File: src/mie_consts.vh
// constants for the instruction execute block
`ifndef MIE_CONSTS_VH
`define MIE_CONSTS_VH
// ==========================================================
// opcode encodings (5-bit operation select)
`define MIE_OP_NOP       5'h00
`define MIE_OP_MOV_MA    5'h01
`define MIE_OP_MOV_AM    5'h02
`define MIE_OP_MOV_AX    5'h03
`define MIE_OP_BCLR      5'h04
`define MIE_OP_BSET      5'h05
`define MIE_OP_JUMP      5'h06
`define MIE_OP_SZ        5'h07
`define MIE_OP_SKZ_COPY  5'h08
`define MIE_OP_SZB       5'h09
`define MIE_OP_SNZB      5'h0A
`define MIE_OP_INC_SKZ   5'h0B
`define MIE_OP_DEC_SKZ   5'h0C
`define MIE_OP_INC_SKZ_A 5'h0D
`define MIE_OP_DEC_SKZ_A 5'h0E
`define MIE_OP_CALL      5'h0F
`define MIE_OP_RET       5'h10
`define MIE_OP_RETA      5'h11
`define MIE_OP_IRET      5'h12
`define MIE_OP_TBLC      5'h13
`define MIE_OP_TBLL      5'h14
`define MIE_OP_CLRM      5'h15
`define MIE_OP_SETM      5'h16
`define MIE_OP_CLRWDT    5'h17
`define MIE_OP_WDT1      5'h18
`define MIE_OP_WDT2      5'h19
`define MIE_OP_SWAP      5'h1A
`define MIE_OP_SWAP_A    5'h1B
`define MIE_OP_HALT      5'h1C
`define MIE_OP_ADD       5'h1D
`define MIE_OP_ADC       5'h1E
`define MIE_OP_ADDX      5'h1F
// secondary ops share codes via the 2-bit sub field: see sub-op select
`define MIE_SUB_ADD_MEM  2'h1
`define MIE_SUB_ADC_MEM  2'h2
`define MIE_SUB_AND      2'h3
// ==========================================================
// reset values and cycle counts
`define MIE_ACC_RST      8'h00
`define MIE_FLAG_RST     1'b0
`define MIE_CYC_ONE      2'h1
`define MIE_CYC_TWO      2'h2
// data address of the program counter low byte
`define MIE_PC_LOW_ADDR  8'h06
`endif

File: src/mie_core.v
// instruction execute stage of an 8-bit accumulator core
`timescale 1ns/1ps
// Function
// - moves between memory, accumulator and immediate take one cycle, no flags.
// - bit clear or set of a memory byte takes one cycle, no flags.
// - anything writing program counter low byte takes two cycles.
// - skips take two cycles when skipping, one when falling through.
// - skip on byte zero, bit zero, bit non-zero; no flags.
// - inc/dec-and-skip write result to memory or accumulator, skip on zero.
// - zero-skip with copy loads tested byte into accumulator.
// - table fetch current or last page; high to table register, two cycles.
// - single watchdog clear: one cycle, restart, clear both flags.
// - pre-clear pair executed back to back clears both flags.
// - pre-clears not consecutive leave both flags unchanged.
// - halt takes one cycle, enters power-down, updates both flags.
// - nibble swap to memory or accumulator, one cycle, no flags.
// - returns take two cycles; immediate form loads accumulator.
// - add with carry sums accumulator, byte, carry into accumulator.
// - memory forms of add and add-with-carry write sum to memory.
// - plain add of byte to accumulator updates four flags.
// - add immediate to accumulator updates four flags.
// - AND with byte into accumulator updates zero flag only.
// - AND with immediate into accumulator updates zero flag only.
// - memory AND writes result back to byte, updates zero flag.
// - zero flag set on all-zero result, cleared otherwise.
`include "mie_consts.vh"

module mie_core
#(
  parameter PC_LOW_ADDR = `MIE_PC_LOW_ADDR
)
(
  // clock and reset
  input wire sys_clk_i,
  input wire rst_i,
  // instruction issue: one-cycle strobe with its fields
  input wire issue_i,
  input wire [4:0] op_i,
  input wire [1:0] sub_i,
  input wire [7:0] addr_i,
  input wire [2:0] bit_i,
  input wire [7:0] imm_i,
  input wire [7:0] mem_rdata_i,
  // table fetch source: program word returned for the page chosen
  input wire [15:0] prog_word_i,
  // data memory write port
  output reg mem_we_o,
  output reg [7:0] mem_addr_o,
  output reg [7:0] mem_wdata_o,
  // table page request
  output reg tbl_last_page_o,
  // architectural state
  output reg [7:0] acc_o,
  output reg [7:0] table_high_byte_o,
  output reg carry_flag_o,
  output reg zero_flag_o,
  output reg half_carry_flag_o,
  output reg signed_excess_flag_o,
  output reg watchdog_expiry_flag_o,
  output reg powerdown_flag_o,
  // sequencing
  output reg busy_o,
  output reg skip_o,
  output reg pc_load_o,
  output reg watchdog_restart_o,
  output reg halt_o,
  output reg done_o
);

  // ==========================================================
  // helpers
  function [7:0] mie_swap;
    input [7:0] v;
    begin
      mie_swap = {v[3:0], v[7:4]};
    end
  endfunction

  // set or clear bit n of v
  function [7:0] mie_bitop;
    input [7:0] v;
    input [2:0] n;
    input val;
    reg [7:0] m;
    begin
      m = 8'h01 << n;
      mie_bitop = val ? (v | m) : (v & ~m);
    end
  endfunction

  // ==========================================================
  // adder with flag generation
  reg [7:0] add_b;
  reg add_cin;
  wire [4:0] lo_sum;
  wire [8:0] full_sum;
  wire [7:0] sum8;
  wire sum_excess;

  assign lo_sum = {1'b0, acc_o[3:0]} + {1'b0, add_b[3:0]} + {4'h0, add_cin};
  assign full_sum = {1'b0, acc_o} + {1'b0, add_b} + {8'h00, add_cin};
  assign sum8 = full_sum[7:0];
  // overflow: operands agree in sign, result differs
  assign sum_excess = (acc_o[7] == add_b[7]) && (sum8[7] != acc_o[7]);

  // ==========================================================
  // pre-clear pairing state
  reg prev_first;
  reg prev_second;
  // extra-cycle counter: 0 idle, 1 second cycle pending
  reg stall;

  // ==========================================================
  // next-state decode
  reg next_we;
  reg [7:0] next_wdata;
  reg next_acc_we;
  reg [7:0] next_acc;
  reg next_flags4;
  reg next_zf_we;
  reg next_zf;
  reg next_skip;
  reg next_pc;
  reg next_two;
  reg next_tbl;
  reg next_wdt_clr;
  reg next_wdt_restart;
  reg next_halt;
  reg next_first;
  reg next_second;
  reg [7:0] res;

  always @*
  begin
    next_we = 1'b0;
    next_wdata = 8'h00;
    next_acc_we = 1'b0;
    next_acc = acc_o;
    next_flags4 = 1'b0;
    next_zf_we = 1'b0;
    next_zf = 1'b0;
    next_skip = 1'b0;
    next_pc = 1'b0;
    next_two = 1'b0;
    next_tbl = 1'b0;
    next_wdt_clr = 1'b0;
    next_wdt_restart = 1'b0;
    next_halt = 1'b0;
    next_first = 1'b0;
    next_second = 1'b0;
    add_b = mem_rdata_i;
    add_cin = 1'b0;
    res = 8'h00;
    case (op_i)
      `MIE_OP_MOV_MA:
      begin
        next_acc_we = 1'b1;
        next_acc = mem_rdata_i;
      end
      `MIE_OP_MOV_AM:
      begin
        next_we = 1'b1;
        next_wdata = acc_o;
      end
      `MIE_OP_MOV_AX:
      begin
        next_acc_we = 1'b1;
        next_acc = imm_i;
      end
      `MIE_OP_BCLR, `MIE_OP_BSET:
      begin
        next_we = 1'b1;
        next_wdata = mie_bitop(mem_rdata_i, bit_i, op_i == `MIE_OP_BSET);
      end
      `MIE_OP_JUMP, `MIE_OP_CALL, `MIE_OP_RET, `MIE_OP_IRET, `MIE_OP_RETA:
      begin
        next_pc = 1'b1;
        next_two = 1'b1;
        next_acc_we = (op_i == `MIE_OP_RETA);
        next_acc = imm_i;
      end
      `MIE_OP_SZ:
        next_skip = (mem_rdata_i == 8'h00);
      `MIE_OP_SKZ_COPY:
      begin
        next_skip = (mem_rdata_i == 8'h00);
        next_acc_we = 1'b1;
        next_acc = mem_rdata_i;
      end
      `MIE_OP_SZB, `MIE_OP_SNZB:
        next_skip = mem_rdata_i[bit_i] == (op_i == `MIE_OP_SNZB);
      `MIE_OP_INC_SKZ, `MIE_OP_DEC_SKZ, `MIE_OP_INC_SKZ_A, `MIE_OP_DEC_SKZ_A:
      begin
        if (op_i == `MIE_OP_INC_SKZ || op_i == `MIE_OP_INC_SKZ_A)
          res = mem_rdata_i + 8'h01;
        else
          res = mem_rdata_i - 8'h01;
        next_skip = (res == 8'h00);
        if (op_i == `MIE_OP_INC_SKZ_A || op_i == `MIE_OP_DEC_SKZ_A)
        begin
          next_acc_we = 1'b1;
          next_acc = res;
        end
        else
        begin
          next_we = 1'b1;
          next_wdata = res;
        end
      end
      `MIE_OP_TBLC, `MIE_OP_TBLL:
      begin
        next_tbl = 1'b1;
        next_two = 1'b1;
      end
      `MIE_OP_CLRM, `MIE_OP_SETM:
      begin
        next_we = 1'b1;
        next_wdata = (op_i == `MIE_OP_SETM) ? 8'hFF : 8'h00;
      end
      `MIE_OP_CLRWDT:
      begin
        next_wdt_clr = 1'b1;
        next_wdt_restart = 1'b1;
      end
      `MIE_OP_WDT1:
      begin
        next_first = 1'b1;
        // completes the pair only right after the second
        next_wdt_clr = prev_second;
        next_wdt_restart = prev_second;
      end
      `MIE_OP_WDT2:
      begin
        next_second = 1'b1;
        next_wdt_clr = prev_first;
        next_wdt_restart = prev_first;
      end
      `MIE_OP_SWAP:
      begin
        next_we = 1'b1;
        next_wdata = mie_swap(mem_rdata_i);
      end
      `MIE_OP_SWAP_A:
      begin
        next_acc_we = 1'b1;
        next_acc = mie_swap(mem_rdata_i);
      end
      `MIE_OP_HALT:
        next_halt = 1'b1;
      `MIE_OP_ADD, `MIE_OP_ADC, `MIE_OP_ADDX:
      begin
        if (op_i == `MIE_OP_ADDX)
          add_b = imm_i;
        if (op_i == `MIE_OP_ADC || sub_i == `MIE_SUB_ADC_MEM)
          add_cin = carry_flag_o;
        if (sub_i == `MIE_SUB_AND)
        begin
          // AND family: sub selects memory dest via op ADC code
          res = acc_o & add_b;
          next_zf_we = 1'b1;
          next_zf = (res == 8'h00);
          if (op_i == `MIE_OP_ADC)
          begin
            next_we = 1'b1;
            next_wdata = res;
          end
          else
          begin
            next_acc_we = 1'b1;
            next_acc = res;
          end
        end
        else
        begin
          next_flags4 = 1'b1;
          next_zf_we = 1'b1;
          next_zf = (sum8 == 8'h00);
          if (sub_i == `MIE_SUB_ADD_MEM || sub_i == `MIE_SUB_ADC_MEM)
          begin
            next_we = 1'b1;
            next_wdata = sum8;
          end
          else
          begin
            next_acc_we = 1'b1;
            next_acc = sum8;
          end
        end
      end
      default:
        next_two = 1'b0;
    endcase
    // memory write aimed at the program counter low byte
    if (next_we && addr_i == PC_LOW_ADDR)
    begin
      next_pc = 1'b1;
      next_two = 1'b1;
    end
    if (next_skip)
      next_two = 1'b1;
  end

  // ==========================================================
  // execute and sequence; issue ignored while busy
  always @(posedge sys_clk_i or posedge rst_i)
  begin
    if (rst_i)
    begin
      mem_we_o <= 1'b0;
      mem_addr_o <= 8'h00;
      mem_wdata_o <= 8'h00;
      tbl_last_page_o <= 1'b0;
      acc_o <= `MIE_ACC_RST;
      table_high_byte_o <= 8'h00;
      carry_flag_o <= `MIE_FLAG_RST;
      zero_flag_o <= `MIE_FLAG_RST;
      half_carry_flag_o <= `MIE_FLAG_RST;
      signed_excess_flag_o <= `MIE_FLAG_RST;
      watchdog_expiry_flag_o <= `MIE_FLAG_RST;
      powerdown_flag_o <= `MIE_FLAG_RST;
      busy_o <= 1'b0;
      skip_o <= 1'b0;
      pc_load_o <= 1'b0;
      watchdog_restart_o <= 1'b0;
      halt_o <= 1'b0;
      done_o <= 1'b0;
      prev_first <= 1'b0;
      prev_second <= 1'b0;
      stall <= 1'b0;
    end
    else
    begin
      mem_we_o <= 1'b0;
      skip_o <= 1'b0;
      pc_load_o <= 1'b0;
      watchdog_restart_o <= 1'b0;
      halt_o <= 1'b0;
      done_o <= 1'b0;
      if (stall)
      begin
        // second cycle: only ends the stall and raises done; table word was taken at issue
        stall <= 1'b0;
        busy_o <= 1'b0;
        done_o <= 1'b1;
      end
      else if (issue_i)
      begin
        mem_addr_o <= addr_i;
        mem_we_o <= next_we;
        mem_wdata_o <= next_wdata;
        skip_o <= next_skip;
        pc_load_o <= next_pc;
        watchdog_restart_o <= next_wdt_restart;
        halt_o <= next_halt;
        prev_first <= next_first;
        prev_second <= next_second;
        if (next_tbl)
        begin
          // fetched word: high half to table register, low to memory
          tbl_last_page_o <= (op_i == `MIE_OP_TBLL);
          table_high_byte_o <= prog_word_i[15:8];
          mem_we_o <= 1'b1;
          mem_wdata_o <= prog_word_i[7:0];
        end
        if (next_acc_we)
          acc_o <= next_acc;
        if (next_flags4)
        begin
          carry_flag_o <= full_sum[8];
          half_carry_flag_o <= lo_sum[4];
          signed_excess_flag_o <= sum_excess;
        end
        if (next_zf_we)
          zero_flag_o <= next_zf;
        if (next_wdt_clr)
        begin
          watchdog_expiry_flag_o <= 1'b0;
          powerdown_flag_o <= 1'b0;
        end
        if (next_halt)
        begin
          watchdog_expiry_flag_o <= 1'b0;
          powerdown_flag_o <= 1'b1;
        end
        if (next_two)
        begin
          stall <= 1'b1;
          busy_o <= 1'b1;
        end
        else
          done_o <= 1'b1;
      end
    end
  end

endmodule

File: config.mk
export PLATFORM = sky130hd
export DESIGN_NAME = mie_core
export DESIGN_NICKNAME = d
export VERILOG_FILES = /design/src/mie_core.v
export VERILOG_INCLUDE_DIRS = /design/src /design/src/src
export SDC_FILE = /design/constraint.sdc
export NUM_CORES = 1
export LEC_CHECK = 0
export BUFFER_PORTS_ARGS = -buffer_cell sky130_fd_sc_hd__buf_2
export CAP_MARGIN = 20
export CORE_UTILIZATION = 40
export DETAILED_ROUTE_END_ITERATION = 16
export SYNTH_ARGS = -nofsm -noshare
export SYNTH_HDL_FRONTEND = slang
export SYNTH_SLANG_ARGS = --single-unit
export TNS_END_PERCENT = 10
File: constraint.sdc
create_clock -name sys_clk_i -period 6.23 [get_ports sys_clk_i]
set_input_delay 1.246 -clock sys_clk_i [delete_from_list [all_inputs] [get_ports sys_clk_i]]
set_output_delay 1.246 -clock sys_clk_i [all_outputs]
set_load 0.01 [all_outputs]
==> summary.txt <==
Run status
  • Status: complete, no violations

Clocking
  • Latest clock arrival within the worst-skew pair: 310 ps
  • Clock buffer depth: 2
  • CTS Sinks: 48
  • Hold Buf Count CTS: 0
  • CTS tree: built
  • Num CTS Buffers: 5
  • Setup bufs post-CTS: 0
  • CTS resizes: 0
  • CTS Root Cell: clkbuf_8
  • H-Tree Level Count: 2
  • Worst-path clk slew: 100 ps

Drt
  • Routed WL per cell: 18.9 µm
  • DR WL met2: 6.18 mm
  • ANT nets after route: 0
  • Initial drt markers: approximately 280
  • DR WL met3: about 650 µm
  • Drt drc: 0
  • Top Metal Used: met4
  • Detailed Route WL: 13.0 mm
  • DRT Pass-1 Iters: 5
  • Vias/cell: a little under 6
  • WL met1: around 6 mm
  • Routed via count: around 4000

STA
  • Final TNS setup: 0 ps
  • Fin crit period: about 4300 ps
  • Relative slew slack: between 20% and 30%
  • Final hold vios: 0
  • Slew at the pin closest to its max-slew limit: 1170 ps
  • Worst Skew: between 10 and 15 ps
  • RSZ-0062 raised after global routing: false
  • Fin crit share: 69.4%
  • Final WS setup: 1900 ps
  • Max frequency: between 0.2 and 0.25 GHz
  • Final Max Tran Viols: 0
  • Final Setup Violations: 0

Synthesis
  • Netlist cell types: 71
  • Sequential element share of the synthesized area: about 29%
  • Synthesized area per cell: 8.51 µm²
  • Post-Syn Area: between 0.004 and 0.005 mm²
  • Gate Count Post-Synth: between 400 and 500
  • Async set or reset register ratio after synthesis: 100%
  • Ys Warns: 0
  • Syn_nets: around 560
  • Main synth FF type: dfrtp_1
  • Number of synthesized register bits: between 40 and 50
  • EDFF count, synth: 0

Place
  • I/O Buffers: 97
  • Dpl ws: ~1600 ps
  • DPL Wire Length: a little under 10 mm
  • RePlAce Congestion: 0.973
  • Placed Instance Area: about 0.0046 mm²

Global route
  • Antenna violations before repair: 0
  • Gr usage total: between 20 and 25%
  • First-pass GRT wire length: 21.2 mm
  • Vias in the first global route: between 3000 and 4000
  • Total gr overflow: 0
  • Largest net degree at the start of global routing: 49

Cells and area
  • Final Instance Area: about 0.0047 mm²
  • Most common cell after layout, fill and taps aside: buf_2
  • Final layout net count: between 600 and 700
  • Post-layout util: between 40 and 50%
  • Commonest cells after routing, fill and taps aside: 97 x buf_2, 65 x nand2_1, 48 x dfrtp_1
  • Area growth, synth to finish: 14.0%
  • Ant diodes: 0
  • Ratio of cells with drive above 1 in the final layout: 26.5%

Hold path
  • Worst min path class: reg -> reg

Pwr
  • Peak VDD IR: 0.130 mV
  • PD cells: 234 mW/mm²
  • P_leak: approximately 2.2 nW

Floorplan
  • Core box area: between 0.009 and 0.01 mm²
  • Rows: 36
  • Die Wd: 104 µm
  • Initial Util: between 40% and 50%
  • IO Count: 99
  • DIE AREA: about 0.011 mm²
  • Die Ht: ~100 µm

Worst setup path
  • CP Capture Type: register
  • Crit path DAT: 4550 ps
  • Worst reg2reg path endpoint: zero_flag_o
  • Slowest cell on the critical path: buf_2
  • Cell Chain, Critical Path: buf_2 -> nand3_1 -> nor2_1 -> buf_4 -> o21ai_0 -> inv_1 -> fa_1 -> inv_1 -> fa_1 -> a21o_1 -> a31o_2 -> a21oi_1 -> xnor2_1 -> or4_1 -> a221oi_1
  • Startpoint types: input pin
  • Reg-to-Reg Start: carry_flag_o
  • Worst reg-to-reg path cell count: 10
  • Crit path launch: op_i[0]
  • Setup CP Type: in -> reg
  • Critical-path maximum fanout: 28
  • CP Data Required Time: between 6000 and 7000 ps
  • Crit path to: zero_flag_o
  • R2R setup slack: 3420 ps
  • Slowest cell delay on critical path: around 420 ps

Flow run
  • Max Cap Violations: 0
worst min-delay path by stage:
stage                          to          start  cells after the start  slack (ps)
finish              mem_addr_o[5]  mem_addr_o[5]                      2         470
global route        mem_addr_o[5]  mem_addr_o[5]                      2         500
CTS                 mem_addr_o[2]  mem_addr_o[2]                      2         480
detailed placement  mem_addr_o[2]  mem_addr_o[2]                      2         460
global placement    mem_addr_o[3]  mem_addr_o[3]                      2         450
floorplan             prev_second    prev_second                      2         450
Yosys cell counts (3+ instances only):
master | instances | share of area [%]
mux2i_1 | 19 | 4.6
a211oi_1 | 4 | 0.73
nor4_1 | 3 | 0.45
inv_1 | 13 | 1.2
a222oi_1 | 4 | 0.97
o21ai_1 | 5 | 0.60
a31o_2 | 3 | 0.64
a32oi_1 | 3 | 0.64
and3_1 | 3 | 0.45
buf_4 | 6 | 1.1
o31ai_1 | 5 | 0.91
nor2b_1 | 10 | 1.5
xnor2_1 | 12 | 2.5
a22o_1 | 3 | 0.64
o221ai_1 | 7 | 1.5
mux2_2 | 16 | 4.4
nand2b_1 | 5 | 0.76
and2_1 | 4 | 0.60
nand2_1 | 65 | 5.9
nor3b_1 | 4 | 0.73
a22oi_1 | 12 | 2.2
nor2_1 | 35 | 3.2
buf_1 | 3 | 0.27
ha_1 | 17 | 5.1
nor3_1 | 15 | 1.8
xor2_1 | 4 | 0.85
buf_6 | 4 | 1.1
nand3_1 | 14 | 1.7
a21oi_1 | 27 | 3.3
buf_2 | 9 | 1.1
o21ai_0 | 21 | 2.5
a21o_1 | 4 | 0.73
a221oi_1 | 9 | 1.9
a221o_1 | 3 | 0.73
dfrtp_1 | 48 | 29
clkbuf_1 | 19 | 1.7
worst max-delay path, delay by kind of cell:
family | cells | cell delay [ps]
AO/OA/AOI/OAI | 5 | 1040
XOR/XNOR | 1 | 150
adder cells (fa/ha/maj) | 2 | 580
buffers and inverters | 4 | 770
AND/OR/NAND/NOR | 3 | 740
kinds of logic after synthesis:
kind of cell	share of synthesized area, %
other	0.0906
AO/OA/AOI/OAI	21.7
adder cells (fa/ha/maj)	6.11
multiplexers	10.4
buffers and inverters	6.44
flip-flops	29.0
AND/OR/NAND/NOR	22.0
XOR/XNOR	4.17
state kept, by name, summed over array words and instances, names as in the netlist, 8 cells and up:
signal,flops
acc_o,8
mem_addr_o,8
mem_wdata_o,8
table_high_byte_o,8
metrics by stage:
stage | cells | hold slack (ps) | total power, mW
6_report | 688 | 475 | 1.10
3_5_place_dp | 678 | 458 | 0.896
2_1_floorplan | 486 | 448 | 0.733
4_1_cts | 686 | 481 | 1.10
5_1_grt | 688 | 496 | 1.17
3_3_place_gp | 678 | 454 | 0.889
final cells by class:
| type | count | area [µm²] |
|---|---|---|
| clock buffers | 6 | 82.6 |
| clock inverters | 2 | 13.8 |
| fillers | 1002 | 5190 |
| inverters | 13 | 48.8 |
| multi-input cells | 384 | 2670 |
| flip-flops and latches | 48 | 1200 |
| well taps | 133 | 166 |
| repair buffers | 102 | 536 |
routing by layer:
layer / up-vias / global-route usage [%]
li1: 1903 / -
met4: 0 / 8.16
met5: - / 0
met3: 22 / 2.71
met1: 1962 / 33.1
met2: 138 / 40.9
power by group:
| group | switching [mW] | internal (mW) | leakage, nW |
|---|---|---|---|
| Combinational | 0.279 | 0.201 | 1.49 |
| Sequential | 0.0493 | 0.368 | 0.609 |
| Clock | 0.116 | 0.0911 | 0.0516 |
Power figures use the tool's default switching activity.
